### src/core/tasl_pkg.sv
// package: register map, trip codes and carriers for the trip alarm status logger
// Overview of operation
// - active trip mask tracks live trip inputs every cycle
// - simultaneous trips show as sum of their one-hot codes
// - run request rising with no trip present clears the active mask
// - first-trip capture holds first or only alarm code, later ignored
// - run request rising clears first-trip capture to zero
// - log keeps ten newest alarm events, newest in entry one
// - every trip-status value is sixteen bits wide
// - low byte bits: overspeed through encoder failure
// - high byte bits: field loss through current transformer loss
// - miscellaneous trips give extended F-prefixed code in most recent alarm
// - extended codes include nonzero second digit and FF-prefixed values
// - most recent alarm shows last alarm, cleared by keypad down key
// - after power restore most recent alarm reads all-clear
// - status registers record trip in same cycle as alarm indication
// - trip stays latched until reset, reset only once cause is gone
package tasl_pkg;
   localparam int           TRIP_W        = 16;
   localparam int           LOG_DEPTH     = 10;
   localparam logic [15:0]  CODE_CLEAR    = 16'h0000;
   localparam logic [3:0]   MISC_BIT      = 4'hE;
   localparam logic [3:0]   EXT_PREFIX    = 4'hF;
   // byte offsets
   localparam logic [7:0]   OFS_ACTIVE    = 8'h00;
   localparam logic [7:0]   OFS_FIRST     = 8'h04;
   localparam logic [7:0]   OFS_RECENT    = 8'h08;
   localparam logic [7:0]   OFS_IRQ_STAT  = 8'h0C;
   localparam logic [7:0]   OFS_IRQ_MASK  = 8'h10;
   localparam logic [7:0]   OFS_CTRL      = 8'h14;
   localparam logic [7:0]   OFS_LOG0      = 8'h40;
   localparam logic [7:0]   OFS_LOG_LAST  = 8'h64;
   localparam logic [2:0]   IRQ_W         = 3'h3;
   localparam logic [2:0]   IRQ_MASK_RST  = 3'h0;
   localparam logic [1:0]   RESP_OKAY     = 2'h0;
   localparam logic [1:0]   RESP_SLVERR   = 2'h2;
   typedef struct packed {
      logic        valid;
      logic [15:0] code;
   } tasl_event_s;
   typedef enum logic [1:0] {
      TASL_IDLE = 2'b00,
      TASL_TRIPPED = 2'b01
   } tasl_state_e;
endpackage

### src/core/tasl_top.sv
// trip alarm status logger with axi4-lite slave and interrupt
`timescale 1ns/10ps
module tasl_top #(
   parameter int LOG_DEPTH = tasl_pkg::LOG_DEPTH
) (
   input  wire logic        aclk,
   input  wire logic        aresetn,
   input  wire logic [15:0] trip_in,
   input  wire logic [15:0] misc_code_in,
   input  wire logic        run_request_input,
   input  wire logic        keypad_down,
   output logic             alarm_active,
   output logic             irq,
   input  wire logic [7:0]  s_axi_awaddr,
   input  wire logic        s_axi_awvalid,
   output logic             s_axi_awready,
   input  wire logic [31:0] s_axi_wdata,
   input  wire logic [3:0]  s_axi_wstrb,
   input  wire logic        s_axi_wvalid,
   output logic             s_axi_wready,
   output logic [1:0]       s_axi_bresp,
   output logic             s_axi_bvalid,
   input  wire logic        s_axi_bready,
   input  wire logic [7:0]  s_axi_araddr,
   input  wire logic        s_axi_arvalid,
   output logic             s_axi_arready,
   output logic [31:0]      s_axi_rdata,
   output logic [1:0]       s_axi_rresp,
   output logic             s_axi_rvalid,
   input  wire logic        s_axi_rready
);
   // pin synchronisers: three stages, change accepted when 2 and 3 agree
   logic [15:0] trip_s1, trip_s2, trip_s3, trip_q;
   logic [2:0]  run_sy, key_sy;
   logic        run_q, key_q, run_d, key_d;
   logic [15:0] misc_s1, misc_s2, misc_s3, misc_q;

   always_ff @(posedge aclk) begin
      if (!aresetn) begin
         trip_s1 <= 16'h0000;
         trip_s2 <= 16'h0000;
         trip_s3 <= 16'h0000;
         trip_q  <= 16'h0000;
         run_sy  <= 3'h0;
         key_sy  <= 3'h0;
         run_q   <= 1'b0;
         key_q   <= 1'b0;
         misc_s1 <= 16'h0000;
         misc_s2 <= 16'h0000;
         misc_s3 <= 16'h0000;
         misc_q  <= 16'h0000;
      end else begin
         trip_s1 <= trip_in;
         trip_s2 <= trip_s1;
         trip_s3 <= trip_s2;
         trip_q  <= (trip_s2 & trip_s3) | (trip_q & (trip_s2 | trip_s3));
         run_sy  <= {run_sy[1:0], run_request_input};
         key_sy  <= {key_sy[1:0], keypad_down};
         if (run_sy[1] == run_sy[2]) begin
            run_q <= run_sy[2];
         end
         if (key_sy[1] == key_sy[2]) begin
            key_q <= key_sy[2];
         end
         misc_s1 <= misc_code_in;
         misc_s2 <= misc_s1;
         misc_s3 <= misc_s2;
         // whole word taken only when stages agree, no torn codes
         if (misc_s2 == misc_s3) begin
            misc_q <= misc_s3;
         end
      end
   end

   always_ff @(posedge aclk) begin
      if (!aresetn) begin
         run_d <= 1'b0;
         key_d <= 1'b0;
      end else begin
         run_d <= run_q;
         key_d <= key_q;
      end
   end

   logic run_rise, key_rise;
   assign run_rise = run_q & ~run_d;
   assign key_rise = key_q & ~key_d;

   // trip event detection: bits newly raised this cycle
   logic [15:0] trip_prev, new_bits;
   always_ff @(posedge aclk) begin
      if (!aresetn) begin
         trip_prev <= 16'h0000;
      end else begin
         trip_prev <= trip_q;
      end
   end
   assign new_bits = trip_q & ~trip_prev;

   function automatic logic [15:0] lowest_bit(input logic [15:0] v);
      return v & (~v + 16'h0001);
   endfunction

   // code recorded for an event; misc group replaced by extended code
   function automatic logic [15:0] event_code(input logic [15:0] bits,
                                               input logic [15:0] ext);
      logic [15:0] one;
      one = lowest_bit(bits);
      if (one[tasl_pkg::MISC_BIT] && ext[15:12] == tasl_pkg::EXT_PREFIX) begin
         return ext;
      end
      return one;
   endfunction

   // active trip mask, one bit per trip
   logic [15:0] active_trip_mask;
   logic [15:0] first_trip_capture;
   logic [15:0] most_recent_alarm_code;
   tasl_pkg::tasl_state_e state;
   tasl_pkg::tasl_event_s log_push;

   always_ff @(posedge aclk) begin
      if (!aresetn) begin
         active_trip_mask <= tasl_pkg::CODE_CLEAR;
      end else if (run_rise && trip_q == 16'h0000) begin
         active_trip_mask <= tasl_pkg::CODE_CLEAR;
      end else begin
         // sum of one-hot codes equals the or of bits
         active_trip_mask <= trip_q;
      end
   end

   always_ff @(posedge aclk) begin
      if (!aresetn) begin
         state <= tasl_pkg::TASL_IDLE;
      end else begin
         case (state)
            tasl_pkg::TASL_IDLE: begin
               if (new_bits != 16'h0000) begin
                  state <= tasl_pkg::TASL_TRIPPED;
               end
            end
            tasl_pkg::TASL_TRIPPED: begin
               if (run_rise && trip_q == 16'h0000) begin
                  state <= tasl_pkg::TASL_IDLE;
               end
            end
            default: state <= tasl_pkg::TASL_IDLE;
         endcase
      end
   end

   always_ff @(posedge aclk) begin
      if (!aresetn) begin
         alarm_active <= 1'b0;
      end else begin
         // alarm output and status capture use the same edge
         alarm_active <= (state == tasl_pkg::TASL_TRIPPED) ||
                         (new_bits != 16'h0000);
      end
   end

   always_ff @(posedge aclk) begin
      if (!aresetn) begin
         first_trip_capture <= tasl_pkg::CODE_CLEAR;
      end else if (run_rise) begin
         first_trip_capture <= tasl_pkg::CODE_CLEAR;
      end else if (first_trip_capture == 16'h0000 && new_bits != 16'h0000) begin
         first_trip_capture <= lowest_bit(new_bits);
      end
   end

   always_ff @(posedge aclk) begin
      if (!aresetn) begin
         most_recent_alarm_code <= tasl_pkg::CODE_CLEAR;
      end else if (new_bits != 16'h0000) begin
         most_recent_alarm_code <= event_code(new_bits, misc_q);
      end else if (key_rise) begin
         most_recent_alarm_code <= tasl_pkg::CODE_CLEAR;
      end
   end

   always_comb begin
      log_push.valid = (new_bits != 16'h0000);
      log_push.code  = lowest_bit(new_bits);
   end

   // axi4-lite slave
   logic [7:0]  aw_addr;
   logic        aw_have, w_have;
   logic [31:0] w_data;
   logic [3:0]  w_strb;
   logic [2:0]  irq_stat, irq_mask, irq_ev;
   logic [2:0]  ctrl;
   logic        wr_go;
   logic [3:0]  log_idx;
   logic [15:0] log_data;
   logic        rd_pend;
   logic [7:0]  rd_addr;

   assign wr_go = aw_have && w_have && !s_axi_bvalid;

   always_ff @(posedge aclk) begin
      if (!aresetn) begin
         aw_have       <= 1'b0;
         w_have        <= 1'b0;
         aw_addr       <= 8'h00;
         w_data        <= 32'h0000_0000;
         w_strb        <= 4'h0;
         s_axi_awready <= 1'b0;
         s_axi_wready  <= 1'b0;
         s_axi_bvalid  <= 1'b0;
         s_axi_bresp   <= tasl_pkg::RESP_OKAY;
      end else begin
         s_axi_awready <= !aw_have && !s_axi_awready && !s_axi_bvalid;
         s_axi_wready  <= !w_have && !s_axi_wready && !s_axi_bvalid;
         if (s_axi_awvalid && s_axi_awready) begin
            aw_have <= 1'b1;
            aw_addr <= s_axi_awaddr;
         end
         if (s_axi_wvalid && s_axi_wready) begin
            w_have <= 1'b1;
            w_data <= s_axi_wdata;
            w_strb <= s_axi_wstrb;
         end
         if (wr_go) begin
            aw_have      <= 1'b0;
            w_have       <= 1'b0;
            s_axi_bvalid <= 1'b1;
            if (aw_addr == tasl_pkg::OFS_IRQ_STAT || aw_addr == tasl_pkg::OFS_IRQ_MASK ||
                aw_addr == tasl_pkg::OFS_CTRL) begin
               s_axi_bresp <= tasl_pkg::RESP_OKAY;
            end else begin
               s_axi_bresp <= tasl_pkg::RESP_SLVERR;
            end
         end else if (s_axi_bvalid && s_axi_bready) begin
            s_axi_bvalid <= 1'b0;
         end
      end
   end

   // irq events: trip, first capture, run clear
   assign irq_ev = {run_rise, (first_trip_capture == 16'h0000) && (new_bits != 16'h0000),
                    new_bits != 16'h0000};

   always_ff @(posedge aclk) begin
      if (!aresetn) begin
         irq_stat <= 3'h0;
         irq_mask <= tasl_pkg::IRQ_MASK_RST;
         ctrl     <= 3'h0;
      end else begin
         if (wr_go && aw_addr == tasl_pkg::OFS_IRQ_STAT && w_strb[0]) begin
            irq_stat <= (irq_stat & ~w_data[2:0]) | irq_ev;
         end else begin
            irq_stat <= irq_stat | irq_ev;
         end
         if (wr_go && aw_addr == tasl_pkg::OFS_IRQ_MASK && w_strb[0]) begin
            irq_mask <= w_data[2:0];
         end
         if (wr_go && aw_addr == tasl_pkg::OFS_CTRL && w_strb[0]) begin
            ctrl <= w_data[2:0];
         end
      end
   end

   always_ff @(posedge aclk) begin
      if (!aresetn) begin
         irq <= 1'b0;
      end else begin
         irq <= |(irq_stat & irq_mask);
      end
   end

   // index from the handshake address so the log word is ready with rvalid
   assign log_idx = 4'((s_axi_araddr - tasl_pkg::OFS_LOG0) >> 2);

   tasl_log_mem #(
      .DEPTH (LOG_DEPTH)
   ) u_log (
      .aclk     (aclk),
      .aresetn  (aresetn),
      .push     (log_push),
      .rd_index (log_idx),
      .rd_data  (log_data)
   );

   always_ff @(posedge aclk) begin
      if (!aresetn) begin
         s_axi_arready <= 1'b0;
         s_axi_rvalid  <= 1'b0;
         s_axi_rdata   <= 32'h0000_0000;
         s_axi_rresp   <= tasl_pkg::RESP_OKAY;
         rd_pend       <= 1'b0;
         rd_addr       <= 8'h00;
      end else begin
         s_axi_arready <= !s_axi_arready && !rd_pend && !s_axi_rvalid;
         if (s_axi_arvalid && s_axi_arready) begin
            rd_pend <= 1'b1;
            rd_addr <= s_axi_araddr;
         end else if (rd_pend) begin
            // log read data registered one cycle after address capture
            rd_pend      <= 1'b0;
            s_axi_rvalid <= 1'b1;
            s_axi_rresp  <= tasl_pkg::RESP_OKAY;
            case (rd_addr)
               tasl_pkg::OFS_ACTIVE:   s_axi_rdata <= {16'h0000, active_trip_mask};
               tasl_pkg::OFS_FIRST:    s_axi_rdata <= {16'h0000, first_trip_capture};
               tasl_pkg::OFS_RECENT:   s_axi_rdata <= {16'h0000, most_recent_alarm_code};
               tasl_pkg::OFS_IRQ_STAT: s_axi_rdata <= {29'h0, irq_stat};
               tasl_pkg::OFS_IRQ_MASK: s_axi_rdata <= {29'h0, irq_mask};
               tasl_pkg::OFS_CTRL:     s_axi_rdata <= {29'h0, ctrl};
               default: begin
                  if (rd_addr >= tasl_pkg::OFS_LOG0 && rd_addr <= tasl_pkg::OFS_LOG_LAST &&
                      rd_addr[1:0] == 2'h0) begin
                     s_axi_rdata <= {16'h0000, log_data};
                  end else begin
                     s_axi_rdata <= 32'h0000_0000;
                     s_axi_rresp <= tasl_pkg::RESP_SLVERR;
                  end
               end
            endcase
         end else if (s_axi_rvalid && s_axi_rready) begin
            s_axi_rvalid <= 1'b0;
         end
      end
   end

   // checks
   a_mask_clear_run: assert property (@(posedge aclk) disable iff (!aresetn)
      (run_rise && trip_q == 16'h0000) |=> active_trip_mask == 16'h0000)
      else $error("active mask not cleared by run request");
   a_mask_tracks: assert property (@(posedge aclk) disable iff (!aresetn)
      !run_rise |=> active_trip_mask == $past(trip_q))
      else $error("active mask does not follow trips");
   a_first_held: assert property (@(posedge aclk) disable iff (!aresetn)
      (first_trip_capture != 16'h0000 && !run_rise) |=> $stable(first_trip_capture))
      else $error("first trip capture overwritten");
   a_first_clear: assert property (@(posedge aclk) disable iff (!aresetn)
      run_rise |=> first_trip_capture == 16'h0000)
      else $error("first trip capture not cleared");
   a_first_load: assert property (@(posedge aclk) disable iff (!aresetn)
      (first_trip_capture == 16'h0000 && new_bits != 16'h0000 && !run_rise)
      |=> first_trip_capture == $past(lowest_bit(new_bits)))
      else $error("first trip capture did not load");
   a_recent_clear: assert property (@(posedge aclk) disable iff (!aresetn)
      (key_rise && new_bits == 16'h0000) |=> most_recent_alarm_code == 16'h0000)
      else $error("most recent alarm not cleared by keypad");
   a_alarm_same: assert property (@(posedge aclk) disable iff (!aresetn)
      (new_bits != 16'h0000) |=> alarm_active && most_recent_alarm_code != 16'h0000)
      else $error("alarm and record not simultaneous");
   a_latch_hold: assert property (@(posedge aclk) disable iff (!aresetn)
      (alarm_active && trip_q != 16'h0000) |=> alarm_active)
      else $error("trip released while cause active");
   a_alarm_release: assert property (@(posedge aclk) disable iff (!aresetn)
      $fell(alarm_active) |-> $past(run_rise, 2))
      else $error("alarm released without run request");
   a_irq_level: assert property (@(posedge aclk) disable iff (!aresetn)
      (|(irq_stat & irq_mask)) |=> irq)
      else $error("interrupt not raised");
   c_trip: cover property (@(posedge aclk) disable iff (!aresetn) new_bits != 16'h0000);
   c_reset_trip: cover property (@(posedge aclk) disable iff (!aresetn)
      state == tasl_pkg::TASL_TRIPPED ##1 state == tasl_pkg::TASL_IDLE);
   c_ext_code: cover property (@(posedge aclk) disable iff (!aresetn)
      most_recent_alarm_code[15:12] == tasl_pkg::EXT_PREFIX);
   c_two_trips: cover property (@(posedge aclk) disable iff (!aresetn)
      $countones(active_trip_mask) > 1);
endmodule

### src/core/tasl_log_mem.sv
// alarm event log: shift register of recent codes with registered read port
`timescale 1ns/10ps
module tasl_log_mem #(
   parameter int DEPTH = 10
) (
   input  wire logic        aclk,
   input  wire logic        aresetn,
   input  wire tasl_pkg::tasl_event_s push,
   input  wire logic [3:0]  rd_index,
   output logic      [15:0] rd_data
);
   logic [15:0] entry [DEPTH];

   always_ff @(posedge aclk) begin
      if (!aresetn) begin
         for (int i = 0; i < DEPTH; i++) begin
            entry[i] <= tasl_pkg::CODE_CLEAR;
         end
      end else if (push.valid) begin
         for (int i = DEPTH - 1; i > 0; i--) begin
            entry[i] <= entry[i-1];
         end
         entry[0] <= push.code;
      end
   end

   always_ff @(posedge aclk) begin
      if (!aresetn) begin
         rd_data <= 16'h0000;
      end else if (int'(rd_index) < DEPTH) begin
         rd_data <= entry[rd_index];
      end else begin
         rd_data <= 16'h0000;
      end
   end
endmodule

### config.mk
export PLATFORM = sky130hd
export DESIGN_NAME = tasl_top
export DESIGN_NICKNAME = d
export VERILOG_FILES = /design/src/core/tasl_pkg.sv /design/src/core/tasl_top.sv /design/src/core/tasl_log_mem.sv
export SDC_FILE = /design/constraint.sdc
export NUM_CORES = 1
export LEC_CHECK = 0
export BUFFER_PORTS_ARGS = -buffer_cell sky130_fd_sc_hd__buf_4
export CORE_MARGIN = 1
export CORE_UTILIZATION = 40
export DETAILED_ROUTE_END_ITERATION = 8
export SYNTH_ARGS = -nofsm -noshare
export SYNTH_HDL_FRONTEND = slang
export SYNTH_HIERARCHICAL = 1
export SYNTH_SLANG_ARGS = --single-unit
### constraint.sdc
create_clock -name aclk -period 7.4 [get_ports aclk]
set_clock_uncertainty 0.05 [all_clocks]
set_input_delay 1.48 -clock aclk [delete_from_list [all_inputs] [get_ports aclk]]
set_output_delay 1.48 -clock aclk [all_outputs]
set_load 0.05 [all_outputs]
==> flow_summary.toml <==
[power]
total_leakage_power_uw = 0.00790
seq_power_share = 0.486
vdd.ir_drop.worst_v = 0.000184
fin_total_pwr_uw = 5420
power_report.internal_total_uw = 4250
netSwitchingFraction = 0.216
pwr-share-clk = 0.457
power_density_nw_per_um2 = 277
comb_power_share = 0.057
net_switching_power_of_the_design_uw = 1170

[synth]
synthXorXnorAreaFrac = 0.00822
async_flop_share = 0
postSynthRegisterBits = 436
netlist-cell-type-count = 61
postSynthAreaPerCell_um2 = 11.4
area_share_of_and_or_nand_nor_cells_after_synthesis = 0.204
synth_edf_count = 160
synth.cell_area_um2 = 17000
mapped_cells = 1498
synth-adder-area-share = 0
yosysSeqAreaShare = 0.606
yosys-mux-area-fraction = 0.0598
synth_compound_gate_area_share = 0.0797
ys_dominant_reg_cell = "sky130_fd_sc_hd__dfxtp_1"
dominant_combinational_cell_family_by_area_after_synthesis = "simple AND/OR/NAND/NOR gates"
yosysWarningCount = 6

[sta]
hold_violations = 0
worst-slew-pin-transition_ns = 1.15
rsz0062_at_grt = "no"
finalSetupTns_ns = 0
period_needed_ns = 3.60
final-setup-viol-count = 0
slew-limit-headroom = 0.230
finalCritPeriodShare = 0.486
smallest_hold_slack_ns = 0.380
fmax_mhz = 278
slew_viol_final = 0

[cts]
root_buffer = "sky130_fd_sc_hd__clkbuf_16"
cts_resized = 0
cts_hold_repair.buffers = 0
clock_sink_count = 436
worstSkewPairLatency_ns = 0.55
clkTransAtPathRegs_ns = 0.06
cts_buffer_depth = 3
post_cts.repair.setup_buffers = 0
htree_num_levels = 2
cts_inserted_buffers = 46
cts_tree = "yes"

[floorplan]
die-height_um = 208
coreArea_um2 = 41900
fp.dieArea_um2 = 43400
row_count = 75
io_pins = 136
initial_core_util = 0.406
fp.dieW_um = 208

[critical_path]
crit_path_end_kind = "register"
timing.critical_path.arrival_ns = 3.74
timing.critical_path.from_type = "input port"
critical-path-max-stage-delay_ns = 0.58
critical_path.max_fanout = 202
crit_path_cell_trace = "buf_8 -> buf_12 -> nand2b_4 -> buf_12"
most_frequent_cell_on_critical_path = "sky130_fd_sc_hd__buf_12"
cpMaxStageDelayCell = "sky130_fd_sc_hd__buf_12"
timing.setup.critical_path_class = "input port to register"
worst-endpoint-required_ns = 7.54

[drt]
routed_via_density = 5.18
dr.pass1.iters = 5
detailedRoute.firstIterationViolations = 853
drc = 0
finalWirelength_um = 35700
drt-wirelength-per-cell_um = 16.9
via_count = 10909
postRouteAntennaNets = 0

[cells_and_area]
largest_register_ff_count = 160
area_delta_synth_final_pct = 14.7
max_flop_register = "u_log/entry"
design_area_um2 = 19600
fin_nets = 1624
antenna_cells_inserted = 0
drive_gt1_frac = 0.163
nFillCells = 3854

[worst_hold_path]
min-delay-path-class = "register to register"

[job]
max-cap-violations = 0

[global_routing]
number_of_antenna_violations_at_the_first_check_in_global_routing = 1
grt_max_degree = 203
grt_use_total = 0.164
first_global_vias = 10687
grt-ovfl-total = 0
grt_first_pass_wirelength_um = 57700

[place]
global_placer_s_final_weighted_congestion = 0.771
detailed_place.area_um2 = 17900
place.port_buffers = 85
hpwl_um = 21500

[status]
status = "complete, no violations"
-- power groups by stage --
stage          combinational [uW]  clock (uW)  sequential (uW)
2_1_floorplan                 223           0             2690
3_3_place_gp                  310           0             2680
3_5_place_dp                  313           0             2690
4_1_cts                       315        2540             2640
5_1_grt                       339        2630             2650
6_report                      311        2480             2640
-- worst paths after layout --
path,slack (ns),depth (start not counted),to,start
setup / recovery,3.80,4,u_log/entry[4][2],aresetn
hold / removal,0.38,1,trip_s2[15],trip_s1[15]
setup reg to reg,4.10,6,u_log/entry[4][2],trip_q[13]
hold reg to reg,0.38,1,trip_s2[15],trip_s1[15]
-- cell usage in the layout, fill, tap and decap left out, types with 4 or more instances in the layout --
master                      instances
sky130_fd_sc_hd__clkinv_1           5
sky130_fd_sc_hd__mux2i_1           13
sky130_fd_sc_hd__and3_1           162
sky130_fd_sc_hd__mux2_2            47
sky130_fd_sc_hd__nand3_1           63
sky130_fd_sc_hd__xnor2_1           16
sky130_fd_sc_hd__clkbuf_16         47
sky130_fd_sc_hd__nor3_1             5
sky130_fd_sc_hd__dfxtp_1          276
sky130_fd_sc_hd__a21boi_0           5
sky130_fd_sc_hd__bufinv_16          8
sky130_fd_sc_hd__a22oi_1           27
sky130_fd_sc_hd__o22ai_1            9
sky130_fd_sc_hd__nor2_1            32
sky130_fd_sc_hd__and2_1           140
sky130_fd_sc_hd__o21ai_0           51
sky130_fd_sc_hd__nand2_1          131
sky130_fd_sc_hd__o221ai_1           6
sky130_fd_sc_hd__a21oi_1           71
sky130_fd_sc_hd__nor2b_1            6
sky130_fd_sc_hd__a221oi_1          16
sky130_fd_sc_hd__clkbuf_8          12
sky130_fd_sc_hd__o221ai_2           8
sky130_fd_sc_hd__or4_1              4
sky130_fd_sc_hd__a31oi_1            4
sky130_fd_sc_hd__nand4_1           12
sky130_fd_sc_hd__nand2b_1          18
sky130_fd_sc_hd__conb_1            18
sky130_fd_sc_hd__edfxtp_1         160
sky130_fd_sc_hd__buf_4             88
sky130_fd_sc_hd__mux4_2            16
sky130_fd_sc_hd__nor4_1            13
sky130_fd_sc_hd__inv_1             25
sky130_fd_sc_hd__clkinv_2           6
sky130_fd_sc_hd__clkbuf_1           5
-- layout make-up --
| type | count | area (um^2) | area share |
|---|---|---|---|
| Sequential cell | 436 | 10300 | 0.528 |
| Multi-Input combinational cell | 930 | 6080 | 0.311 |
| Clock buffer | 64 | 1360 | 0.0696 |
| Timing Repair Buffer | 91 | 716 | 0.0366 |
| Tap cell | 539 | 674 | 0.0345 |
| Clock inverter | 19 | 294 | 0.0150 |
| Inverter | 26 | 97.6 | 0.00499 |
-- critical path: cells and delay by family --
| kind | cells | cell delay [ns] |
|---|---|---|
| buf+inv | 3 | 1.56 |
| simple gates | 1 | 0.43 |
-- per-stage QoR --
stage | worst slack [ns] | util | instances
finish | 3.80 | 0.466 | 2105
global route | 3.56 | 0.466 | 2105
CTS | 3.81 | 0.466 | 2105
detailed placement | 3.25 | 0.427 | 2022
global placement | 3.27 | 0.427 | 2022
floorplan | 1.37 | - | 1515
-- cells by family (layout without fill, tap and decap cells) --
group                  Yosys count  after routing
buffers and inverters          149            200
multiplexers                    76             76
XOR/XNOR                        16             16
other                            1             18
flip-flops                     436            436
AO/OA/AOI/OAI                  208            208
AND/OR/NAND/NOR                612            612
-- layer usage --
layer  GRT usage  part of all wire  vias to the layer above
met5           0           0.00036                        -
met4      0.0557             0.026                        2
met3      0.0285             0.045                       64
met2       0.261              0.47                      192
met1       0.226              0.46                     5267
li1            -                 -                     5384
-- cell usage after synthesis, types with 2 or more instances --
library cell | instances | area [um^2]
sky130_fd_sc_hd__dfxtp_1 | 276 | 5530
sky130_fd_sc_hd__and3_1 | 162 | 1010
sky130_fd_sc_hd__edfxtp_1 | 160 | 4800
sky130_fd_sc_hd__and2_1 | 140 | 876
sky130_fd_sc_hd__nand2_1 | 132 | 495
sky130_fd_sc_hd__clkbuf_1 | 73 | 274
sky130_fd_sc_hd__a21oi_1 | 71 | 355
sky130_fd_sc_hd__nand3_1 | 63 | 315
sky130_fd_sc_hd__o21ai_0 | 51 | 255
sky130_fd_sc_hd__mux2_2 | 47 | 529
sky130_fd_sc_hd__nor2_1 | 32 | 120
sky130_fd_sc_hd__a22oi_1 | 27 | 203
sky130_fd_sc_hd__inv_1 | 25 | 93.8
sky130_fd_sc_hd__buf_4 | 23 | 173
sky130_fd_sc_hd__nand2b_1 | 19 | 119
sky130_fd_sc_hd__buf_2 | 17 | 85.1
sky130_fd_sc_hd__a221oi_1 | 16 | 140
sky130_fd_sc_hd__mux4_2 | 16 | 360
sky130_fd_sc_hd__xnor2_1 | 16 | 140
sky130_fd_sc_hd__nor4_1 | 14 | 87.6
sky130_fd_sc_hd__mux2i_1 | 13 | 130
sky130_fd_sc_hd__nand4_1 | 12 | 75.1
sky130_fd_sc_hd__o22ai_1 | 9 | 56.3
sky130_fd_sc_hd__o221ai_2 | 8 | 120
sky130_fd_sc_hd__nor2b_1 | 6 | 37.5
sky130_fd_sc_hd__o221ai_1 | 6 | 52.6
sky130_fd_sc_hd__a21boi_0 | 5 | 37.5
sky130_fd_sc_hd__buf_6 | 5 | 56.3
sky130_fd_sc_hd__nor3_1 | 5 | 25.0
sky130_fd_sc_hd__a31oi_1 | 4 | 25.0
sky130_fd_sc_hd__buf_1 | 4 | 15.0
sky130_fd_sc_hd__or4_1 | 4 | 30.0
sky130_fd_sc_hd__and4_1 | 3 | 26.3
sky130_fd_sc_hd__nor4b_1 | 3 | 26.3
sky130_fd_sc_hd__a222oi_1 | 2 | 20.0
sky130_fd_sc_hd__nor4b_4 | 2 | 47.6
sky130_fd_sc_hd__o21a_1 | 2 | 15.0
sky130_fd_sc_hd__or4_4 | 2 | 22.5
No activity file was read; power rests on OpenSTA's default activity.
